<file path="src/rtl/fpi_regs.vh">
// Command codes, field values and timing counts of the power/id command block
`ifndef FPI_REGS_VH
`define FPI_REGS_VH

// Command codes handled or screened by the block
`define FPI_CMD_SLEEP 8'hb9
`define FPI_CMD_WAKE 8'hab
`define FPI_CMD_SID 8'h90
`define FPI_CMD_DID 8'h92
`define FPI_CMD_QID 8'h94
`define FPI_CMD_TBI 8'h9f
`define FPI_CMD_CRX 8'hff
`define FPI_CMD_UID 8'h4b
`define FPI_CMD_SUS_A 8'h75
`define FPI_CMD_SUS_B 8'hb0
`define FPI_CMD_WRSR 8'h01
`define FPI_CMD_SEC_ER 8'h44
`define FPI_CMD_SEC_PG 8'h42
`define FPI_CMD_ER_1K 8'h8b
`define FPI_CMD_ER_4K 8'h20
`define FPI_CMD_ER_32K 8'h52
`define FPI_CMD_ER_64K 8'hd8
`define FPI_CMD_ER_CA 8'hc7
`define FPI_CMD_ER_CB 8'h60
`define FPI_CMD_PP 8'h02
`define FPI_CMD_QPP 8'h32

// Field values
`define FPI_CMD_BITS 8'h08
`define FPI_CONT_TAG 4'ha
`define FPI_ADDR_DEV_FIRST 24'h000001

// Clocks after the command byte before data out, and address clocks
`define FPI_PRE_WAKE 8'h18
`define FPI_PRE_SID 8'h18
`define FPI_PRE_DID 8'h0c
`define FPI_PRE_QID 8'h0a
`define FPI_PRE_UID 8'h20
`define FPI_ADR_QID 8'h06
`define FPI_WAKE_ID_MIN 8'h20

// Delays in 20 MHz cycles: 3 us, 3 us and 8 us, sized for the timer
`define FPI_CYC_SLEEP 12'h03c
`define FPI_CYC_WAKE1 12'h03c
`define FPI_CYC_WAKE2 12'h0a0

`endif

</file>
<file path="src/rtl/fpi_sync2.v">
// Two flip-flop synchroniser for a group of pin inputs
`timescale 1ns/1ps
module fpi_sync2 #(
    parameter W = 6,
    parameter [W-1:0] RST_VAL = {W{1'b0}}
) (
    input wire clk_in, // System clock
    input wire resetn_in, // Asynchronous reset, active low
    input wire [W-1:0] d_in, // Asynchronous inputs
    output reg [W-1:0] q_out // Synchronised copy
);
    reg [W-1:0] meta_reg;

    // First stage feeds only the second stage
    always @(posedge clk_in or negedge resetn_in) begin
        if (!resetn_in) begin
            meta_reg <= RST_VAL;
            q_out <= RST_VAL;
        end else begin
            meta_reg <= d_in;
            q_out <= meta_reg;
        end
    end
endmodule // fpi_sync2

</file>
<file path="src/rtl/fpi_delay_timer.v">
// Down counter that times one delay and pulses at its end
`timescale 1ns/1ps
module fpi_delay_timer #(
    parameter W = 12
) (
    input wire clk_in, // System clock
    input wire resetn_in, // Asynchronous reset, active low
    input wire load_in, // Start pulse
    input wire [W-1:0] count_in, // Cycles to wait, at least one
    output wire busy_out, // High while counting
    output reg done_out // One-cycle pulse at the end
);
    reg [W-1:0] cnt_reg;

    assign busy_out = (cnt_reg != {W{1'b0}});

    // A new load restarts the count
    always @(posedge clk_in or negedge resetn_in) begin
        if (!resetn_in) begin
            cnt_reg <= {W{1'b0}};
            done_out <= 1'b0;
        end else begin
            done_out <= (cnt_reg == {{(W-1){1'b0}}, 1'b1}) && !load_in;
            if (load_in) begin
                cnt_reg <= count_in;
            end else if (busy_out) begin
                cnt_reg <= cnt_reg - {{(W-1){1'b0}}, 1'b1};
            end
        end
    end
endmodule // fpi_delay_timer

</file>
<file path="src/rtl/fpi_cmd_core.v">
// Sleep, wake, identification, continuous-read exit and suspend commands
`timescale 1ns/1ps
`include "fpi_regs.vh"
module fpi_cmd_core #(
    parameter [7:0] MFR_ID = 8'h5a, // Arbitrary value
    parameter [7:0] DEV_ID = 8'h13, // Arbitrary value
    parameter [7:0] MEM_TYPE = 8'h40, // Arbitrary value
    parameter [7:0] CAPACITY = 8'h14, // Arbitrary value
    parameter [127:0] UNIQUE_ID = 128'h0123_4567_89ab_cdef_fedc_ba98_7654_3210
) (
    input wire sys_clk_in, // System clock, 20 MHz
    input wire resetn_in, // Asynchronous reset, active low
    input wire spi_sclk_in, // Serial clock pin
    input wire spi_cs_n_in, // Chip select pin, active low
    input wire [3:0] spi_io_in, // Data pins, input side
    output reg [3:0] spi_io_out, // Data pins, output side
    output reg [3:0] spi_io_oe_out, // Data pin enables, high drives
    input wire write_in_progress_in, // Array cycle running
    input wire prog_active_in, // Page program running
    input wire erase_active_in, // Sector or block erase running
    input wire suspend_clear_in, // Resume or reset clears suspend
    input wire [7:0] cont_mode_byte_in, // Mode byte of a fast read
    input wire cont_mode_load_in, // Mode byte valid pulse
    output reg sleep_out, // Deep sleep state
    output reg suspend_flag_out, // Suspend flag
    output reg suspend_prog_out, // Suspended cycle was a program
    output reg suspend_req_out, // Pulse: engine must pause
    output reg cont_read_active_out, // Continuous-read mode active
    output reg xip_start_out, // Pulse: frame is a fast read
    output reg cmd_valid_out, // Pulse: other command for engine
    output reg [7:0] cmd_code_out, // Code of forwarded command
    output reg [1:0] status_out // {suspend flag, write in progress}
);
    wire [5:0] pin_s;
    reg sclk_d_reg;
    reg cs_d_reg;
    reg [7:0] cnt_reg;
    reg [7:0] cmd_reg;
    reg [23:0] addr_reg;
    reg [127:0] out_sr_reg;
    reg out_act_reg;
    reg rot_reg;
    reg [1:0] lanes_reg;
    reg frame_ok_reg;
    reg xip_frame_reg;
    reg sleep_pend_reg;
    reg wake_pend_reg;
    reg tmr_load_reg;
    reg [11:0] tmr_cnt_reg;
    wire tmr_busy;
    wire tmr_done;

    // Pins cross into the system clock domain first
    fpi_sync2 #(.W(6), .RST_VAL(6'h10)) u_sync (
        .clk_in(sys_clk_in),
        .resetn_in(resetn_in),
        .d_in({spi_sclk_in, spi_cs_n_in, spi_io_in}),
        .q_out(pin_s)
    );

    fpi_delay_timer #(.W(12)) u_tmr (
        .clk_in(sys_clk_in),
        .resetn_in(resetn_in),
        .load_in(tmr_load_reg),
        .count_in(tmr_cnt_reg),
        .busy_out(tmr_busy),
        .done_out(tmr_done)
    );

    // Edge finding on the synchronised clock and select
    wire sclk_s = pin_s[5];
    wire cs_s = pin_s[4];
    wire [3:0] io_s = pin_s[3:0];
    wire sclk_rise = sclk_s && !sclk_d_reg;
    wire sclk_fall = !sclk_s && sclk_d_reg;
    wire cs_rise = cs_s && !cs_d_reg;
    wire cs_fall = !cs_s && cs_d_reg;
    wire sel = !cs_s;
    wire [7:0] byte_next = {cmd_reg[6:0], io_s[0]};

    // Lane code: 0 single, 1 dual, 2 quad
    function [1:0] lane_of;
        input [7:0] c;
        begin
            if (c == `FPI_CMD_DID) begin
                lane_of = 2'd1;
            end else if (c == `FPI_CMD_QID) begin
                lane_of = 2'd2;
            end else begin
                lane_of = 2'd0;
            end
        end
    endfunction

    // Clocks between command byte and first output bit
    function [7:0] pre_of;
        input [7:0] c;
        begin
            if (c == `FPI_CMD_WAKE) begin
                pre_of = `FPI_PRE_WAKE;
            end else if (c == `FPI_CMD_SID) begin
                pre_of = `FPI_PRE_SID;
            end else if (c == `FPI_CMD_DID) begin
                pre_of = `FPI_PRE_DID;
            end else if (c == `FPI_CMD_QID) begin
                pre_of = `FPI_PRE_QID;
            end else if (c == `FPI_CMD_UID) begin
                pre_of = `FPI_PRE_UID;
            end else begin
                pre_of = 8'h00;
            end
        end
    endfunction

    // Commands that stream identification data
    function is_stream;
        input [7:0] c;
        begin
            is_stream = (c == `FPI_CMD_WAKE) || (c == `FPI_CMD_SID) ||
                (c == `FPI_CMD_DID) || (c == `FPI_CMD_QID) ||
                (c == `FPI_CMD_TBI) || (c == `FPI_CMD_UID);
        end
    endfunction

    // Commands consumed here and never forwarded
    function is_local;
        input [7:0] c;
        begin
            is_local = is_stream(c) || (c == `FPI_CMD_SLEEP) ||
                (c == `FPI_CMD_CRX) || (c == `FPI_CMD_SUS_A) ||
                (c == `FPI_CMD_SUS_B);
        end
    endfunction

    // Commands barred while a cycle is suspended; program codes only if the suspended cycle was a program
    function is_refused;
        input [7:0] c;
        input sus;
        input sus_prog;
        reg base;
        begin
            base = (c == `FPI_CMD_WRSR) || (c == `FPI_CMD_SEC_ER) ||
                (c == `FPI_CMD_ER_1K) || (c == `FPI_CMD_ER_4K) ||
                (c == `FPI_CMD_ER_32K) || (c == `FPI_CMD_ER_64K) ||
                (c == `FPI_CMD_ER_CA) || (c == `FPI_CMD_ER_CB);
            is_refused = sus && (base || (sus_prog &&
                ((c == `FPI_CMD_SEC_PG) || (c == `FPI_CMD_PP) ||
                (c == `FPI_CMD_QPP))));
        end
    endfunction

    // Stream commands allowed in the present state
    wire write_in_progress = write_in_progress_in;
    wire stream_ok = is_stream(byte_next) &&
        (!sleep_out || byte_next == `FPI_CMD_WAKE) &&
        !(write_in_progress && (byte_next == `FPI_CMD_WAKE)) &&
        !(write_in_progress && (byte_next == `FPI_CMD_TBI));
    reg cmd_ok_reg;

    // Address capture, only during the address clocks
    wire [7:0] adr_clks = (cmd_reg == `FPI_CMD_QID) ? `FPI_ADR_QID :
        pre_of(cmd_reg);
    wire in_addr = (cnt_reg >= `FPI_CMD_BITS) &&
        ({1'b0, cnt_reg} < ({1'b0, adr_clks} + 9'd8));
    reg [23:0] addr_next;
    always @* begin
        addr_next = addr_reg;
        if (in_addr) begin
            if (lanes_reg == 2'd2) begin
                addr_next = {addr_reg[19:0], io_s};
            end else if (lanes_reg == 2'd1) begin
                addr_next = {addr_reg[21:0], io_s[1:0]};
            end else begin
                addr_next = {addr_reg[22:0], io_s[0]};
            end
        end
    end

    // Output stream picked from command and address
    wire [7:0] ld_cmd = (cnt_reg == 8'h07) ? byte_next : cmd_reg;
    wire dev_first = (addr_next == `FPI_ADDR_DEV_FIRST);
    reg [127:0] stream_val;
    always @* begin
        if (ld_cmd == `FPI_CMD_TBI) begin
            stream_val = {MFR_ID, MEM_TYPE, CAPACITY, 104'h0};
        end else if (ld_cmd == `FPI_CMD_WAKE) begin
            stream_val = {16{DEV_ID}};
        end else if (ld_cmd == `FPI_CMD_UID) begin
            stream_val = UNIQUE_ID;
        end else if (dev_first) begin
            stream_val = {8{DEV_ID, MFR_ID}};
        end else begin
            stream_val = {8{MFR_ID, DEV_ID}};
        end
    end
    wire load_now = sclk_rise && sel && frame_ok_reg && !xip_frame_reg &&
        (((cnt_reg == 8'h07) && stream_ok && (pre_of(byte_next) == 8'h00))
        || ((cnt_reg >= `FPI_CMD_BITS) && cmd_ok_reg &&
        (({1'b0, cnt_reg} + 9'd1) == ({1'b0, pre_of(cmd_reg)} + 9'd8))));

    // Frame engine: capture on rise, drive on fall
    always @(posedge sys_clk_in or negedge resetn_in) begin
        if (!resetn_in) begin
            sclk_d_reg <= 1'b0;
            cs_d_reg <= 1'b1;
            cnt_reg <= 8'h00;
            cmd_reg <= 8'h00;
            addr_reg <= 24'h000000;
            out_sr_reg <= 128'h0;
            out_act_reg <= 1'b0;
            rot_reg <= 1'b0;
            lanes_reg <= 2'd0;
            cmd_ok_reg <= 1'b0;
            frame_ok_reg <= 1'b0;
            xip_frame_reg <= 1'b0;
            spi_io_out <= 4'h0;
            spi_io_oe_out <= 4'h0;
            cmd_valid_out <= 1'b0;
            cmd_code_out <= 8'h00;
            xip_start_out <= 1'b0;
        end else begin
            sclk_d_reg <= sclk_s;
            cs_d_reg <= cs_s;
            cmd_valid_out <= 1'b0;
            xip_start_out <= 1'b0;
            if (cs_fall) begin
                // Delays in progress make the frame void
                cnt_reg <= 8'h00;
                frame_ok_reg <= !tmr_busy;
                xip_frame_reg <= cont_read_active_out;
                lanes_reg <= 2'd0;
                cmd_ok_reg <= 1'b0;
                out_act_reg <= 1'b0;
            end else if (cs_rise || !sel) begin
                out_act_reg <= 1'b0;
                spi_io_oe_out <= 4'h0;
            end else if (sclk_rise) begin
                if (cnt_reg != 8'hff) begin
                    cnt_reg <= cnt_reg + 8'h01;
                end
                if (cnt_reg < `FPI_CMD_BITS) begin
                    cmd_reg <= byte_next;
                end
                addr_reg <= addr_next;
                if (xip_frame_reg && frame_ok_reg && cnt_reg == 8'h00) begin
                    xip_start_out <= 1'b1;
                end
                if (cnt_reg == 8'h07) begin
                    lanes_reg <= lane_of(byte_next);
                    cmd_ok_reg <= stream_ok;
                    // Standard decode is off in sleep and fast-read mode
                    if (frame_ok_reg && !xip_frame_reg && !sleep_out &&
                        !is_local(byte_next) &&
                        !is_refused(byte_next, suspend_flag_out,
                        suspend_prog_out)) begin
                        cmd_valid_out <= 1'b1;
                        cmd_code_out <= byte_next;
                    end
                end
                if (load_now) begin
                    out_sr_reg <= stream_val;
                    out_act_reg <= 1'b1;
                    rot_reg <= (ld_cmd != `FPI_CMD_TBI);
                end
            end else if (sclk_fall && out_act_reg) begin
                // Identifiers leave MSB first, repeating where allowed
                if (lanes_reg == 2'd2) begin
                    spi_io_out <= out_sr_reg[127:124];
                    spi_io_oe_out <= 4'hf;
                    out_sr_reg <= {out_sr_reg[123:0],
                        rot_reg ? out_sr_reg[127:124] : 4'h0};
                end else if (lanes_reg == 2'd1) begin
                    spi_io_out <= {2'b00, out_sr_reg[127:126]};
                    spi_io_oe_out <= 4'h3;
                    out_sr_reg <= {out_sr_reg[125:0],
                        rot_reg ? out_sr_reg[127:126] : 2'b00};
                end else begin
                    spi_io_out <= {2'b00, out_sr_reg[127], 1'b0};
                    spi_io_oe_out <= 4'h2;
                    out_sr_reg <= {out_sr_reg[126:0],
                        rot_reg ? out_sr_reg[127] : 1'b0};
                end
            end
        end
    end

    // End-of-frame actions, counts fixed only at select rise; continuous-read exit at the eighth clock rise
    wire frame_end = cs_rise && frame_ok_reg && !xip_frame_reg;
    wire do_sleep = frame_end && cmd_reg == `FPI_CMD_SLEEP &&
        cnt_reg == `FPI_CMD_BITS && !write_in_progress && !sleep_out;
    wire do_wake = frame_end && sleep_out && !write_in_progress &&
        cmd_reg == `FPI_CMD_WAKE;
    wire wake1 = do_wake && cnt_reg == `FPI_CMD_BITS;
    wire wake2 = do_wake && cnt_reg >= `FPI_WAKE_ID_MIN;
    wire sus_cmd = (cmd_reg == `FPI_CMD_SUS_A) ||
        (cmd_reg == `FPI_CMD_SUS_B);
    wire do_sus = frame_end && !sleep_out && sus_cmd &&
        cnt_reg == `FPI_CMD_BITS && !suspend_flag_out && write_in_progress &&
        (prog_active_in || erase_active_in);
    wire xip_exit = sclk_rise && sel && xip_frame_reg && frame_ok_reg &&
        cnt_reg == 8'h07 && byte_next == `FPI_CMD_CRX;

    // Power state, suspend flag and continuous-read mode
    always @(posedge sys_clk_in or negedge resetn_in) begin
        if (!resetn_in) begin
            sleep_out <= 1'b0;
            sleep_pend_reg <= 1'b0;
            wake_pend_reg <= 1'b0;
            tmr_load_reg <= 1'b0;
            tmr_cnt_reg <= 12'h000;
            suspend_flag_out <= 1'b0;
            suspend_prog_out <= 1'b0;
            suspend_req_out <= 1'b0;
            cont_read_active_out <= 1'b0;
            status_out <= 2'b00;
        end else begin
            tmr_load_reg <= 1'b0;
            suspend_req_out <= 1'b0;
            if (do_sleep) begin
                sleep_pend_reg <= 1'b1;
                tmr_load_reg <= 1'b1;
                tmr_cnt_reg <= `FPI_CYC_SLEEP;
            end else if (wake1 || wake2) begin
                wake_pend_reg <= 1'b1;
                tmr_load_reg <= 1'b1;
                tmr_cnt_reg <= wake1 ? `FPI_CYC_WAKE1 : `FPI_CYC_WAKE2;
            end else if (tmr_done) begin
                if (sleep_pend_reg) begin
                    sleep_out <= 1'b1;
                end
                if (wake_pend_reg) begin
                    sleep_out <= 1'b0;
                end
                sleep_pend_reg <= 1'b0;
                wake_pend_reg <= 1'b0;
            end
            // A new suspend wins over a clear in the same cycle
            if (do_sus) begin
                suspend_flag_out <= 1'b1;
                suspend_prog_out <= prog_active_in;
                suspend_req_out <= 1'b1;
            end else if (suspend_clear_in) begin
                suspend_flag_out <= 1'b0;
            end
            if (cont_mode_load_in) begin
                cont_read_active_out <=
                    (cont_mode_byte_in[7:4] == `FPI_CONT_TAG);
            end else if (xip_exit) begin
                cont_read_active_out <= 1'b0;
            end
            status_out <= {suspend_flag_out, write_in_progress};
        end
    end
endmodule // fpi_cmd_core

</file>
<file path="config.mk">
export PLATFORM = sky130hd
export DESIGN_NAME = fpi_cmd_core
export DESIGN_NICKNAME = d
export VERILOG_FILES = /design/src/rtl/fpi_sync2.v /design/src/rtl/fpi_delay_timer.v /design/src/rtl/fpi_cmd_core.v
export VERILOG_INCLUDE_DIRS = /design/src /design/src/rtl
export SDC_FILE = /design/constraint.sdc
export NUM_CORES = 1
export LEC_CHECK = 0
export BUFFER_PORTS_ARGS = -buffer_cell sky130_fd_sc_hd__buf_4
export CORE_ASPECT_RATIO = 0.7
export CORE_MARGIN = 5
export CORE_UTILIZATION = 45
export DETAILED_ROUTE_END_ITERATION = 8
export PLACE_DENSITY = 0.65
export SYNTH_ARGS = -nofsm -noshare
export SYNTH_HDL_FRONTEND = slang
export SYNTH_SLANG_ARGS = --single-unit
</file>
<file path="constraint.sdc">
create_clock -name sys_clk_in -period 4.2 [get_ports sys_clk_in]
set_clock_uncertainty 0.1 [all_clocks]
set_input_delay 0.42 -clock sys_clk_in [delete_from_list [all_inputs] [get_ports sys_clk_in]]
set_output_delay 0.42 -clock sys_clk_in [all_outputs]
set_load 0.05 [all_outputs]
</file>
After elaboration in Yosys (flattened, before gate mapping)
Index checks and enable logic that the tools add are counted.
- add/subtract/negate cells: 5
- $lt $le $gt $ge: 4
- equal/unequal tests: 46
- mux-type cells: 82
- bitwise gates (word level): 5
- reductions and logical operators: 118
- operator list (kind ; count):
    2-to-1 mux 128 bit ; 5
    2-to-1 mux 127 bit ; 4
    == test 8 bit (second input constant) ; 19
    2-to-1 mux 8 bit ; 11
    == test 8 x 7 -> 1 bit (second input constant) ; 9
    2-to-1 mux 24 bit ; 3
    2-to-1 mux 6 bit ; 9
    logical AND 1 bit ; 49
    2-to-1 mux 12 bit ; 4
    2-to-1 mux 1 bit ; 33
    logical OR 1 bit ; 25
    == test 24 x 1 -> 1 bit (second input constant) ; 1
    2-to-1 mux 4 bit ; 6
    nonzero test 2 bit ; 12
    AND reduction 4 bit ; 5
    adder 8 x 4 -> 9 bit (second input constant) ; 2
    == test 8 x 6 -> 1 bit (second input constant) ; 2
    zero test 8 bit ; 2
    != test 8 bit (second input constant) ; 2
    zero test 1 bit ; 14
    2-to-1 mux 2 bit ; 7
    == test 12 x 1 -> 1 bit (second input constant) ; 1
    AND reduction 3 bit ; 4
    nonzero test 12 bit ; 1
    21 further kinds ; 30
- register bits after elaboration: 242
- bits of input ports: 21
- output and inout port bits: 25
- word-level logic and storage cells: 291

Logic depth before layout (Yosys ltp)
Gate-level depths: netlist of run 1.
- depth in word-level cells: 18
- depth in mapped cells: 15
- gate-level depth less buffers: 12

Hierarchy
A second synthesis of run 1 with hierarchy kept.
- cell total of the unflattened synthesis: 1517
- area total of the unflattened synthesis: 13799.5 um2
- modules (own cells, without submodules) (module ; times used ; cells each ; area an instance (um2) ; seq. area each (um2)):
    fpi_cmd_core ; 1 ; 1429 ; 12729.7 ; 5181.2
    fpi_delay_timer ; 1 ; 76 ; 767.0 ; 325.3
    fpi_sync2 ; 1 ; 12 ; 302.8 ; 302.8

Worst setup path before layout of run 1
Ideal clock, no wire load.
- kind: register -> register
- start point: reg cmd_reg[4]
- end point: reg addr_reg[10]
- library setup time: 0.125 ns
- data arrival time: 3.484 ns
- data required time: 3.975 ns
- path slack: 0.491 ns
- stages on the path, launching flop included: 15
- buffers on the path: 3
- clock period less this slack: 3.709 ns
- cell sequence: dfrtp_1 -> clkbuf_1 -> nand2b_1 -> or4_1 -> o31ai_1 -> nor2_1 -> ha_1 -> a21oi_1 -> nor2b_1 -> nor4_1 -> and4_1 -> nor2b_1 -> clkbuf_1 -> buf_1 -> mux2_2
- longest elaborated chain between the ends: 10
- elaborated cells between the ends (all ways): 14
- those cells by class: add/sub (1); order compare (1); eq/ne (5); mux (6); reduce/logical (1)
- ends and longest elaborated chain (what ; line ; source):
    from (decl) ; fpi_cmd_core.v:38 ; reg [7:0] cmd_reg;
    from (signal assigned) ; fpi_cmd_core.v:242 ; cmd_reg <= byte_next;
    == test 8 x 7 -> 1 bit (no line) ; - ;
    2-to-1 mux 6 bit ; fpi_cmd_core.v:107 ; end else if (c == `FPI_CMD_UID) begin
    2-to-1 mux 6 bit ; fpi_cmd_core.v:103 ; end else if (c == `FPI_CMD_DID) begin
    2-to-1 mux 6 bit ; fpi_cmd_core.v:101 ; end else if (c == `FPI_CMD_SID) begin
    2-to-1 mux 6 bit ; fpi_cmd_core.v:99 ; if (c == `FPI_CMD_WAKE) begin
    2-to-1 mux 8 bit * ; fpi_cmd_core.v:161 ; wire [7:0] adr_clks = (cmd_reg == `FPI_CMD_QID) ? `FPI_ADR_QID :
    adder 8 x 4 -> 9 bit * ; fpi_cmd_core.v:164 ; ({1'b0, cnt_reg} < ({1'b0, adr_clks} + 9'd8));
    < comparator 8 x 9 -> 1 bit * ; fpi_cmd_core.v:164 ;
    logical AND 1 bit * ; fpi_cmd_core.v:163 ; wire in_addr = (cnt_reg >= `FPI_CMD_BITS) &&
    2-to-1 mux 24 bit * ; fpi_cmd_core.v:168 ; if (in_addr) begin
    to (signal assigned) ; fpi_cmd_core.v:244 ; addr_reg <= addr_next;
    to (decl) ; fpi_cmd_core.v:39 ; reg [23:0] addr_reg;
Every way passes the cells marked *; elsewhere a longest branch is shown, timed or not.
A chain may end at the register's enable or synchronous reset.

Worst setup path in the final report of run 1
- start point: reg cmd_reg[0]
- end point: reg out_sr_reg[9]
- longest elaborated chain between the ends: 15
- elaborated cells between the ends (all ways): 53
- those cells by class: add/sub (1); eq/ne (16); mux (16); reduce/logical (20)
- ends and longest elaborated chain (what ; line ; source):
    parallel branches: the longest is 15 deep, another holds adder 8 x 4 -> 9 bit ; - ;
    to (signal assigned) ; fpi_cmd_core.v:261 ; out_sr_reg <= stream_val;
    to (signal assigned) ; fpi_cmd_core.v:270 ; out_sr_reg <= {out_sr_reg[123:0],
    to (signal assigned) ; fpi_cmd_core.v:275 ; out_sr_reg <= {out_sr_reg[125:0],
    to (decl) ; fpi_cmd_core.v:40 ; reg [127:0] out_sr_reg;
Several ways; the timed one is not identified. The select of a mux whose other input is x is not followed.

==> impl_metrics.ini, run 1 <==
[grt]
grt-ovfl-total = 0
grt_first_pass_wirelength_um = 60400
grtUsageTotal_pct = 20.5
grt_pass1_vias = 11000
grt_max_degree = 232
antenna_found_initial = 0

[yosys]
yosysWarnings = 0
synthArstFlopShare_pct = 100
seq_area_frac_synth_pct = 41.2
netlist_instances = 1490
yosysMostFrequentCell = dfrtp_1
ys.flop_type = dfrtp_1
yosys-top-cells-area = dfrtp_1, mux2i_1, mux2_2, o21ai_0, a21oi_1
yosysTopAreaCell = dfrtp_1
syn_nets = 1522
synth_edf_count = 0
yosys_register_bits = 232
synth_common_cells = dfrtp_1, mux2i_1, nor2_1
synth.cell_area_mm2 = 0.0141
netlist.area_leader.share_pct = 40.6
synth.avg_cell_area_um2 = 9.47
ys_types = 69

[place]
gp_congestion = 0.858
dp_slack_ns = 0.266
port_buffers = 41
detailed_place_hpwl_um = 22200

[power_and_ir_drop]
power.density_mw_per_mm2 = 333
leakagePower_nw = 6.39
irDropWorstVdd_uv = 213

[sta]
fin_crit_ns = 4.00
finalHoldViolCount = 0
relSlewSlack_pct = 24.6
finalSetupViolCount = 0
clock.fmax_mhz = 250
setup_slack_ns = 0.199
rsz0062_at_grt = false
period_share_pct = 95.3
finalSetupTns_ns = 0
worst_pin_slew_ns = 1.13
slew_viol_final = 0

[drt]
drc = 0
routed_wirelength_um = 36400
antenna_left = 0
avgRoutedWirePerCell_um = 19.0
drtIter0Drc = 1173
first_pass_iters = 5
vias_per_cell = 5.98
vias = 11500

[setup_path]
arrival_ns = 4.32
start_kind = flop
critPathKind = reg -> reg
cp.required_ns = 4.52
cp_max_fo = 50
end_kind = flop

[finish]
layout-drive-gt1-share_pct = 18.4
nNetsFinal = 1517
n_antenna_cell = 0
fill_cells = 2921
area_growth_pct = 11.3
largest_reg_flops = 128

[clocking]
clock_sinks = 232
cts_buffers = 24
htree_levels = 1
cts_root_buf = clkbuf_16
cts_buffer_depth = 3
cts_tree = done
clk_pin_slew_ns = 0.07
clk_latency_ns = 0.54

[floorplanning]
rows = 54
start_util_pct = 45.4
fp.dieW_um = 222
fp.coreArea_mm2 = 0.0311
die_area_mm2 = 0.0351
die_h_um = 158
ioPinCount = 46

[flow_run]
drv_cap = 0

[worst_hold_path]
hold_class = in -> reg

[outcome]
status = completed
report_power, final:
| group | leakage [nW] | total [W] | internal, W | switching [W] |
|---|---|---|---|---|
| sequential | 2.91 | 0.00249 | 0.00235 | 0.000135 |
| clock | 0.384 | 0.00211 | 0.00120 | 0.000915 |
| combinational | 3.09 | 0.000631 | 0.000252 | 0.000380 |
| total | 6.39 | 0.00523 | 0.00380 | 0.00143 |
worst paths after layout:
path                                 startpoint  cells past startpoint  slack, ns                   end
hold / removal             cont_mode_byte_in[4]                      4       0.06  cont_read_active_out
setup / recovery                     cmd_reg[0]                     12       0.20         out_sr_reg[9]
setup reg to reg                     cmd_reg[0]                     12       0.20         out_sr_reg[9]
min in group asynchronous             resetn_in                      2       0.43          addr_reg[22]
hold reg to reg              u_sync.meta_reg[0]                      0       0.25       u_sync.q_out[0]
max in group asynchronous             resetn_in                      3       2.51       u_sync.q_out[4]
cell type report:
type | count | area [um2] | area share, %
Multi-Input combinational cell | 1118 | 7740 | 49.3
Timing Repair Buffer | 92 | 813 | 5.18
Clock inverter | 10 | 75.1 | 0.478
Tap cell | 420 | 526 | 3.35
Clock buffer | 32 | 682 | 4.34
Sequential cell | 232 | 5810 | 37.0
Inverter | 17 | 63.8 | 0.406
kinds of logic after synthesis:
kind of cell | after synthesis | share of synthesized area (%)
and+or+nand+nor | 459 | 15.7
AOI/OAI and AO/OA | 354 | 16.0
muxes | 278 | 20.8
DFF | 232 | 41.2
buffers and inverters | 140 | 4.37
xor gates and xnor gates | 15 | 0.931
adders and majority gates | 11 | 0.975
other | 1 | 0.0266
layout by cell type (no fill, tap or decap), types with 8 or more instances in the layout:
cell,netlist,final
a21oi_1,115,115
a31oi_1,11,11
and3_1,8,8
buf_4,6,73
clkbuf_16,0,25
clkinv_2,0,9
dfrtp_1,229,229
dlygate4sd3_1,0,11
ha_1,11,9
inv_1,17,17
mux2_1,17,17
mux2_2,107,107
mux2i_1,154,154
nand2_1,113,113
nand2b_1,13,12
nand3_1,94,94
nor2_1,124,122
nor3_1,24,24
nor4_1,20,20
o211ai_1,34,34
o21ai_0,117,117
o31ai_1,9,9
o31ai_2,20,20
o32a_1,10,9
xnor2_1,10,10
stage by stage:
stage          hold slack (ns)  util (%)  instances  power, W  instance area (um2)
6_report                0.0579      50.5       1921   0.00523                15700
2_1_floorplan           0.0244         -       1490   0.00291                14100
4_1_cts                 0.0360      50.5       1919   0.00527                15700
5_1_grt                 0.0681      50.5       1921   0.00546                15700
3_3_place_gp             0.234      47.7       1866   0.00313                14800
3_5_place_dp             0.235      47.7       1866   0.00314                14800
layer usage:
| layer | vias to the layer above | routed length [um] | global-route usage (%) |
|---|---|---|---|
| met5 | - | 0 | 0 |
| met4 | 0 | 504 | 3.49 |
| met3 | 40 | 2140 | 3.47 |
| met2 | 310 | 15300 | 30.6 |
| met1 | 5693 | 18500 | 31.8 |
| li1 | 5445 | - | - |
worst max-delay path, stage by stage, from the launching register on:
cell       delay [ns]
dfrtp_1          0.52
nand2_1          0.20
or4_1            0.65
o31ai_1          0.14
ha_1             0.23
xnor2_1          0.07
or3_1            0.33
a21oi_1          0.22
o2111ai_2        0.19
o32a_2           0.40
nand2_2          0.11
buf_12           0.28
mux2_2           0.38
repair_timing:
action,in CTS,in global routing
setup endpoints to repair,0,3
hold endpoints to repair,128,0
hold buffers,11,0
resized for setup,0,0
setup buffers,0,2
Note: power is estimated with default switching activity, not from simulation.
==> run 2: changes to the inputs <==
ABC_AREA = 1   (was default)
==> impl_metrics.ini, run 2 <==
[power_and_ir_drop]
switching_share_pct = 32.3
internal_power_w = 0.00454
power.density_mw_per_mm2 = 452
p_seq_share_pct = 44.0
clockPowerShare_pct = 34.0
leakagePower_nw = 6.79
p_sw_w = 0.00216
irDropWorstVdd_uv = 303
comb_power_share_pct = 22.0

[yosys]
seq_area_frac_synth_pct = 43.7
ys_types = 54
synth.avg_cell_area_um2 = 7.63
synth_common_cells = nand2_1, dfrtp_1, inv_1
netlist.area_leader.share_pct = 43.1
syn_nets = 1775
yosysWarnings = 0
yosysMostFrequentCell = nand2_1
yosys_register_bits = 232
synth.cell_area_mm2 = 0.0133
synthArstFlopShare_pct = 100
ys.flop_type = dfrtp_1
netlist_instances = 1743
synth_edf_count = 0
yosys-top-cells-area = dfrtp_1, nand2_1, o21ai_0, inv_1, nor2_1
yosysTopAreaCell = dfrtp_1

[floorplanning]
ioPinCount = 46
die_area_mm2 = 0.0331
die_h_um = 154
fp.coreArea_mm2 = 0.0290
rows = 52
fp.dieW_um = 215
start_util_pct = 45.8

[drt]
drtIter0Drc = 1446
avgRoutedWirePerCell_um = 18.0
vias = 12400
drc = 0
routed_wirelength_um = 38300
first_pass_iters = 6
vias_per_cell = 5.83
antenna_left = 0

[setup_path]
reg2reg_depth = 20
r2r_slack_ns = 0.45
critPathKind = reg -> reg
cp_max_fo = 28
rr_endpoint = out_sr_reg[51]
r2r_start = cmd_reg[0]
critPathCapture = out_sr_reg[51]
cp.required_ns = 4.53
arrival_ns = 4.08
startpoint = cmd_reg[0]
start_kind = flop
end_kind = flop

[finish]
fin_util_pct = 51.1
final_cell_mix = nand2_1, dfrtp_1, inv_1
fin_area_mm2 = 0.0148
fill_cells = 2785
layout-drive-gt1-share_pct = 9.01
nNetsFinal = 1769
final_common_cell = nand2_1
n_antenna_cell = 0
largest_reg_flops = 128
area_growth_pct = 11.5

[clocking]
htree_levels = 1
clk_pin_slew_ns = 0.06
cts_tree = done
clk_latency_ns = 0.53
cts_buffers = 24
cts_buffer_depth = 3
clock_sinks = 232
cts_root_buf = clkbuf_16

[grt]
grt_first_pass_wirelength_um = 63300
grt_pass1_vias = 11600
grtUsageTotal_pct = 22.6
grt_max_degree = 172
grt-ovfl-total = 0
antenna_found_initial = 0

[sta]
finalSetupTns_ns = 0
relSlewSlack_pct = 43.6
clock.fmax_mhz = 267
finalHoldViolCount = 0
rsz0062_at_grt = false
slew_viol_final = 0
fin_crit_ns = 3.75
finalSetupViolCount = 0
worst_pin_slew_ns = 0.845
period_share_pct = 89.3

[outcome]
status = completed

[place]
port_buffers = 41
place_area_mm2 = 0.0139
detailed_place_hpwl_um = 23900
gp_congestion = 0.908

[worst_hold_path]
hold_class = in -> reg

[flow_run]
drv_cap = 0
[run 2: cell count changes in the layout (fill, tap and decap cells not counted), sizes merged, moves of 28 or more]
cell / previous run / this run
o31ai: 29 / 1
o221ai: 0 / 48
o22ai: 1 / 49
nand2: 114 / 317
a22oi: 5 / 68
nor2: 125 / 191
mux2i: 154 / 0
a21oi: 115 / 78
inv: 17 / 222
o21ai: 119 / 212
mux2: 124 / 0
nand3: 94 / 65
[run 2: worst min path at each step]
stage                            start  depth (start not counted)                to
floorplan                    resetn_in                          0       addr_reg[0]
global placement    u_sync.meta_reg[0]                          0   u_sync.q_out[0]
detailed placement  u_sync.meta_reg[2]                          0   u_sync.q_out[2]
CTS                     prog_active_in                          3  suspend_prog_out
global route            prog_active_in                          3  suspend_prog_out
finish                  prog_active_in                          3  suspend_prog_out
[run 2: logic make-up after synthesis]
family | share of synthesized area (%)
compound gates | 25.0
xor+xnor | 0.790
fa+ha+maj | 1.03
buf+inv | 9.88
flops | 43.7
other cells | 0.0282
simple gates | 19.6
[run 2: stage by stage]
step	hold slack [ns]	worst slack, ns	std cells	power (W)
2_1_floorplan	0.0244	1.36	1743	0.00401
3_3_place_gp	0.232	0.448	2078	0.00439
3_5_place_dp	0.238	0.381	2078	0.00442
4_1_cts	0.0146	0.364	2132	0.00673
5_1_grt	0.0574	0.0814	2132	0.00710
6_report	0.0300	0.450	2132	0.00671
[run 2: critical path, cell delays in order, from the launching register on]
cell and delay, ns:
dfrtp_1 0.45, inv_2 0.19, nand2_1 0.07, nor2_1 0.20, o21ai_1 0.13, ha_1 0.29
a21oi_1 0.24, nand2_1 0.08, nand2_1 0.07, nand2_1 0.06, nand2_2 0.08, nand2_4 0.20
nand2_1 0.13, nand2_1 0.10, nor2_1 0.12, nand2_1 0.09, nor2_1 0.13, nand3_1 0.19
nand2_1 0.15, nand3_2 0.31, a22oi_1 0.26
[run 2: what timing repair did]
| item | in CTS | in global routing |
|---|---|---|
| endpoints found under the setup margin | 0 | 12 |
| endpoints found under the hold margin | 99 | 0 |
| buffers inserted | 0 | 0 |
| gates resized for setup | 0 | 2 |
| hold buffers | 11 | 0 |
[run 2: layer usage]
| metal | GRT usage, % | share of wire (%) |
|---|---|---|
| met1 | 36.5 | 50 |
| met2 | 32.2 | 41 |
| met3 | 3.14 | 7.7 |
| met4 | 4.36 | 1.6 |
| met5 | 0 | 0 |
[run 2: power by group through the flow]
stage                     clock network, W  registers [W]  logic [W]
after floorplan                          0        0.00290    0.00110
after global placement                   0        0.00297    0.00142
after detailed placement                 0        0.00297    0.00145
after CTS                          0.00232        0.00294    0.00146
after global routing               0.00241        0.00300    0.00170
final                              0.00228        0.00295    0.00148
[run 2: area by class of cell]
class,instances,area (um2),area share (%)
multi-input cells,1179,6210,41.9
flip-flops and latches,232,5810,39.2
inverters,224,842,5.68
clock buffers,31,698,4.71
repair buffers,76,656,4.42
well taps,378,473,3.19
clock inverters,12,138,0.928
==> run 3: changes to the inputs <==
HOLD_SLACK_MARGIN = 0.06   (was default)
==> impl_metrics.ini, run 3 (synthesis gave the netlist of run 2 again) <==
[clocking]
cts_root_buf = clkbuf_16
clk_pin_slew_ns = 0.06
cts_tree = done
cts_buffers = 24
clk_latency_ns = 0.53
post-cts-setup-buffers = 0
clock_sinks = 232
cts_buffer_depth = 3
htree_levels = 1

[grt]
grt_pass1_vias = 11600
grt-ovfl-total = 0
grt_first_pass_wirelength_um = 63300
grt_max_degree = 172
antenna_found_initial = 0
grtUsageTotal_pct = 22.6

[power_and_ir_drop]
total_power_w = 0.00670
power.density_mw_per_mm2 = 452
irDropWorstVdd_uv = 303
p_sw_w = 0.00216
comb_power_share_pct = 22.0
internal_power_w = 0.00454
leakagePower_nw = 6.80
p_seq_share_pct = 44.0
clockPowerShare_pct = 33.9
switching_share_pct = 32.2

[sta]
slew_viol_final = 0
worst_pin_slew_ns = 0.829
clock.fmax_mhz = 267
finalHoldViolCount = 0
period_share_pct = 89.1
relSlewSlack_pct = 44.7
finalSetupViolCount = 0
finalSetupTns_ns = 0
fin_crit_ns = 3.74
rsz0062_at_grt = false

[drt]
routed_wirelength_um = 38400
drc = 0
vias = 12500
antenna_left = 0
first_pass_iters = 6
avgRoutedWirePerCell_um = 18.0
vias_per_cell = 5.85
drtIter0Drc = 1481

[place]
gp_congestion = 0.908
port_buffers = 41
placedCellCount = 2078
detailed_place_hpwl_um = 23900

[floorplanning]
start_util_pct = 45.8
rows = 52
fp.dieW_um = 215
die_h_um = 154
fp.coreArea_mm2 = 0.0290
ioPinCount = 46
die_area_mm2 = 0.0331

[finish]
largest_reg_flops = 128
area_growth_pct = 11.6
nNetsFinal = 1770
ff_latch_area_mm2 = 0.00581
final_common_cell = nand2_1
n_antenna_cell = 0
layout-drive-gt1-share_pct = 9.00
fin_cells = 2133
fin_util_pct = 51.1
fill_cells = 2784
final_cell_mix = nand2_1, dfrtp_1, inv_1
multiInputGateArea_mm2 = 0.00621

[worst_hold_path]
hold_start = u_sync.meta_reg[2]
hold_class = reg -> reg

[setup_path]
critPathKind = reg -> reg
r2r_start = cmd_reg[0]
startpoint = cmd_reg[0]
cp.required_ns = 4.52
start_kind = flop
path_cells = inv_2 > nand2_1 > nor2_1 > o21ai_1 > ha_1 > a21oi_1 > nand2_1 > nand2_1 > nand2_1 > nand2_2 > nand2_4 > nand2_1 > nand2_1 > nor2_1 > nand2_1 > nor2_1 > nand3_1 > nand2_1 > nand2_1 > nand2_1 > nand2_1 > nand2_1 > nand2_1
cp_common_cell = nand2_1
crit_buf_inv = 1
arrival_ns = 4.06
end_kind = flop
crit_path_top_delay_cell = dfrtp_1
cpPeakStageDelay_ns = 0.45
cp_max_fo = 28
crit_family = simple AND/OR/NAND/NOR gates

[outcome]
status = completed

[flow_run]
drv_cap = 0
-- run 3: cell types whose count changed in the layout (fill, tap and decap cells not counted), sizes merged --
cell	delta
dlygate4sd3	+1
-- run 3: power by group through the flow --
stage / Sequential (W) / Clock (W) / Combinational (W)
finish: 0.00295 / 0.00227 / 0.00148
global route: 0.00300 / 0.00241 / 0.00170
CTS: 0.00294 / 0.00232 / 0.00147
detailed placement: 0.00297 / 0 / 0.00145
global placement: 0.00297 / 0 / 0.00142
floorplan: 0.00290 / 0 / 0.00110
-- run 3: layout make-up --
cell class              instances  share of cell area, %
inverters                     224                   5.67
repair buffers                 77                   4.49
multi-input cells            1179                   41.9
clock buffers                  31                   4.70
flip-flops and latches        232                   39.2
well taps                     378                   3.19
clock inverters                12                  0.927
-- run 3: metal layers --
metal  track usage [%]  part of all wire [%]  vias to the layer above
met5                 0                     0                        -
met4              4.36                   1.5                        0
met3              3.14                   8.1                       42
met2              32.2                    41                      560
met1              36.5                    49                     5932
li1                  -                     -                     5938
-- run 3: stage by stage --
stage,hold WS (ns),setup slack (ns),area (um2)
floorplan,0.0244,1.36,13300
global placement,0.232,0.448,13900
detailed placement,0.238,0.381,13900
CTS,0.252,0.364,14800
global route,0.264,0.0814,14800
finish,0.249,0.458,14800
-- run 3: path summary, 6_finish.rpt --
check | end | slack, ns | cells past startpoint
worst min register to register | u_sync.q_out[2] | 0.25 | 0
worst max-delay path | out_sr_reg[48] | 0.46 | 23
worst min-delay path | u_sync.q_out[2] | 0.25 | 0
max in group asynchronous | cmd_reg[3] | 2.58 | 3
min in group asynchronous | u_tmr.cnt_reg[2] | 0.42 | 2
worst max register to register | out_sr_reg[48] | 0.46 | 23
-- run 3: timing repair --
action	CTS	global route
hold buffers	12	0
gates resized for setup	0	2
endpoints found under the setup margin	0	12
hold endpoints to repair	100	0
-- run 3: worst reg2reg max path, stage by stage, from the launching register on --
cell     delay, ns
dfrtp_1       0.45
inv_2         0.19
nand2_1       0.07
nor2_1        0.19
o21ai_1       0.13
ha_1          0.29
a21oi_1       0.23
nand2_1       0.08
nand2_1       0.07
nand2_1       0.06
nand2_2       0.08
nand2_4       0.20
nand2_1       0.14
nand2_1       0.09
nor2_1        0.12
nand2_1       0.09
nor2_1        0.13
nand3_1       0.20
nand2_1       0.16
nand2_1       0.08
nand2_1       0.25
nand2_1       0.08
nand2_1       0.07
nand2_1       0.06
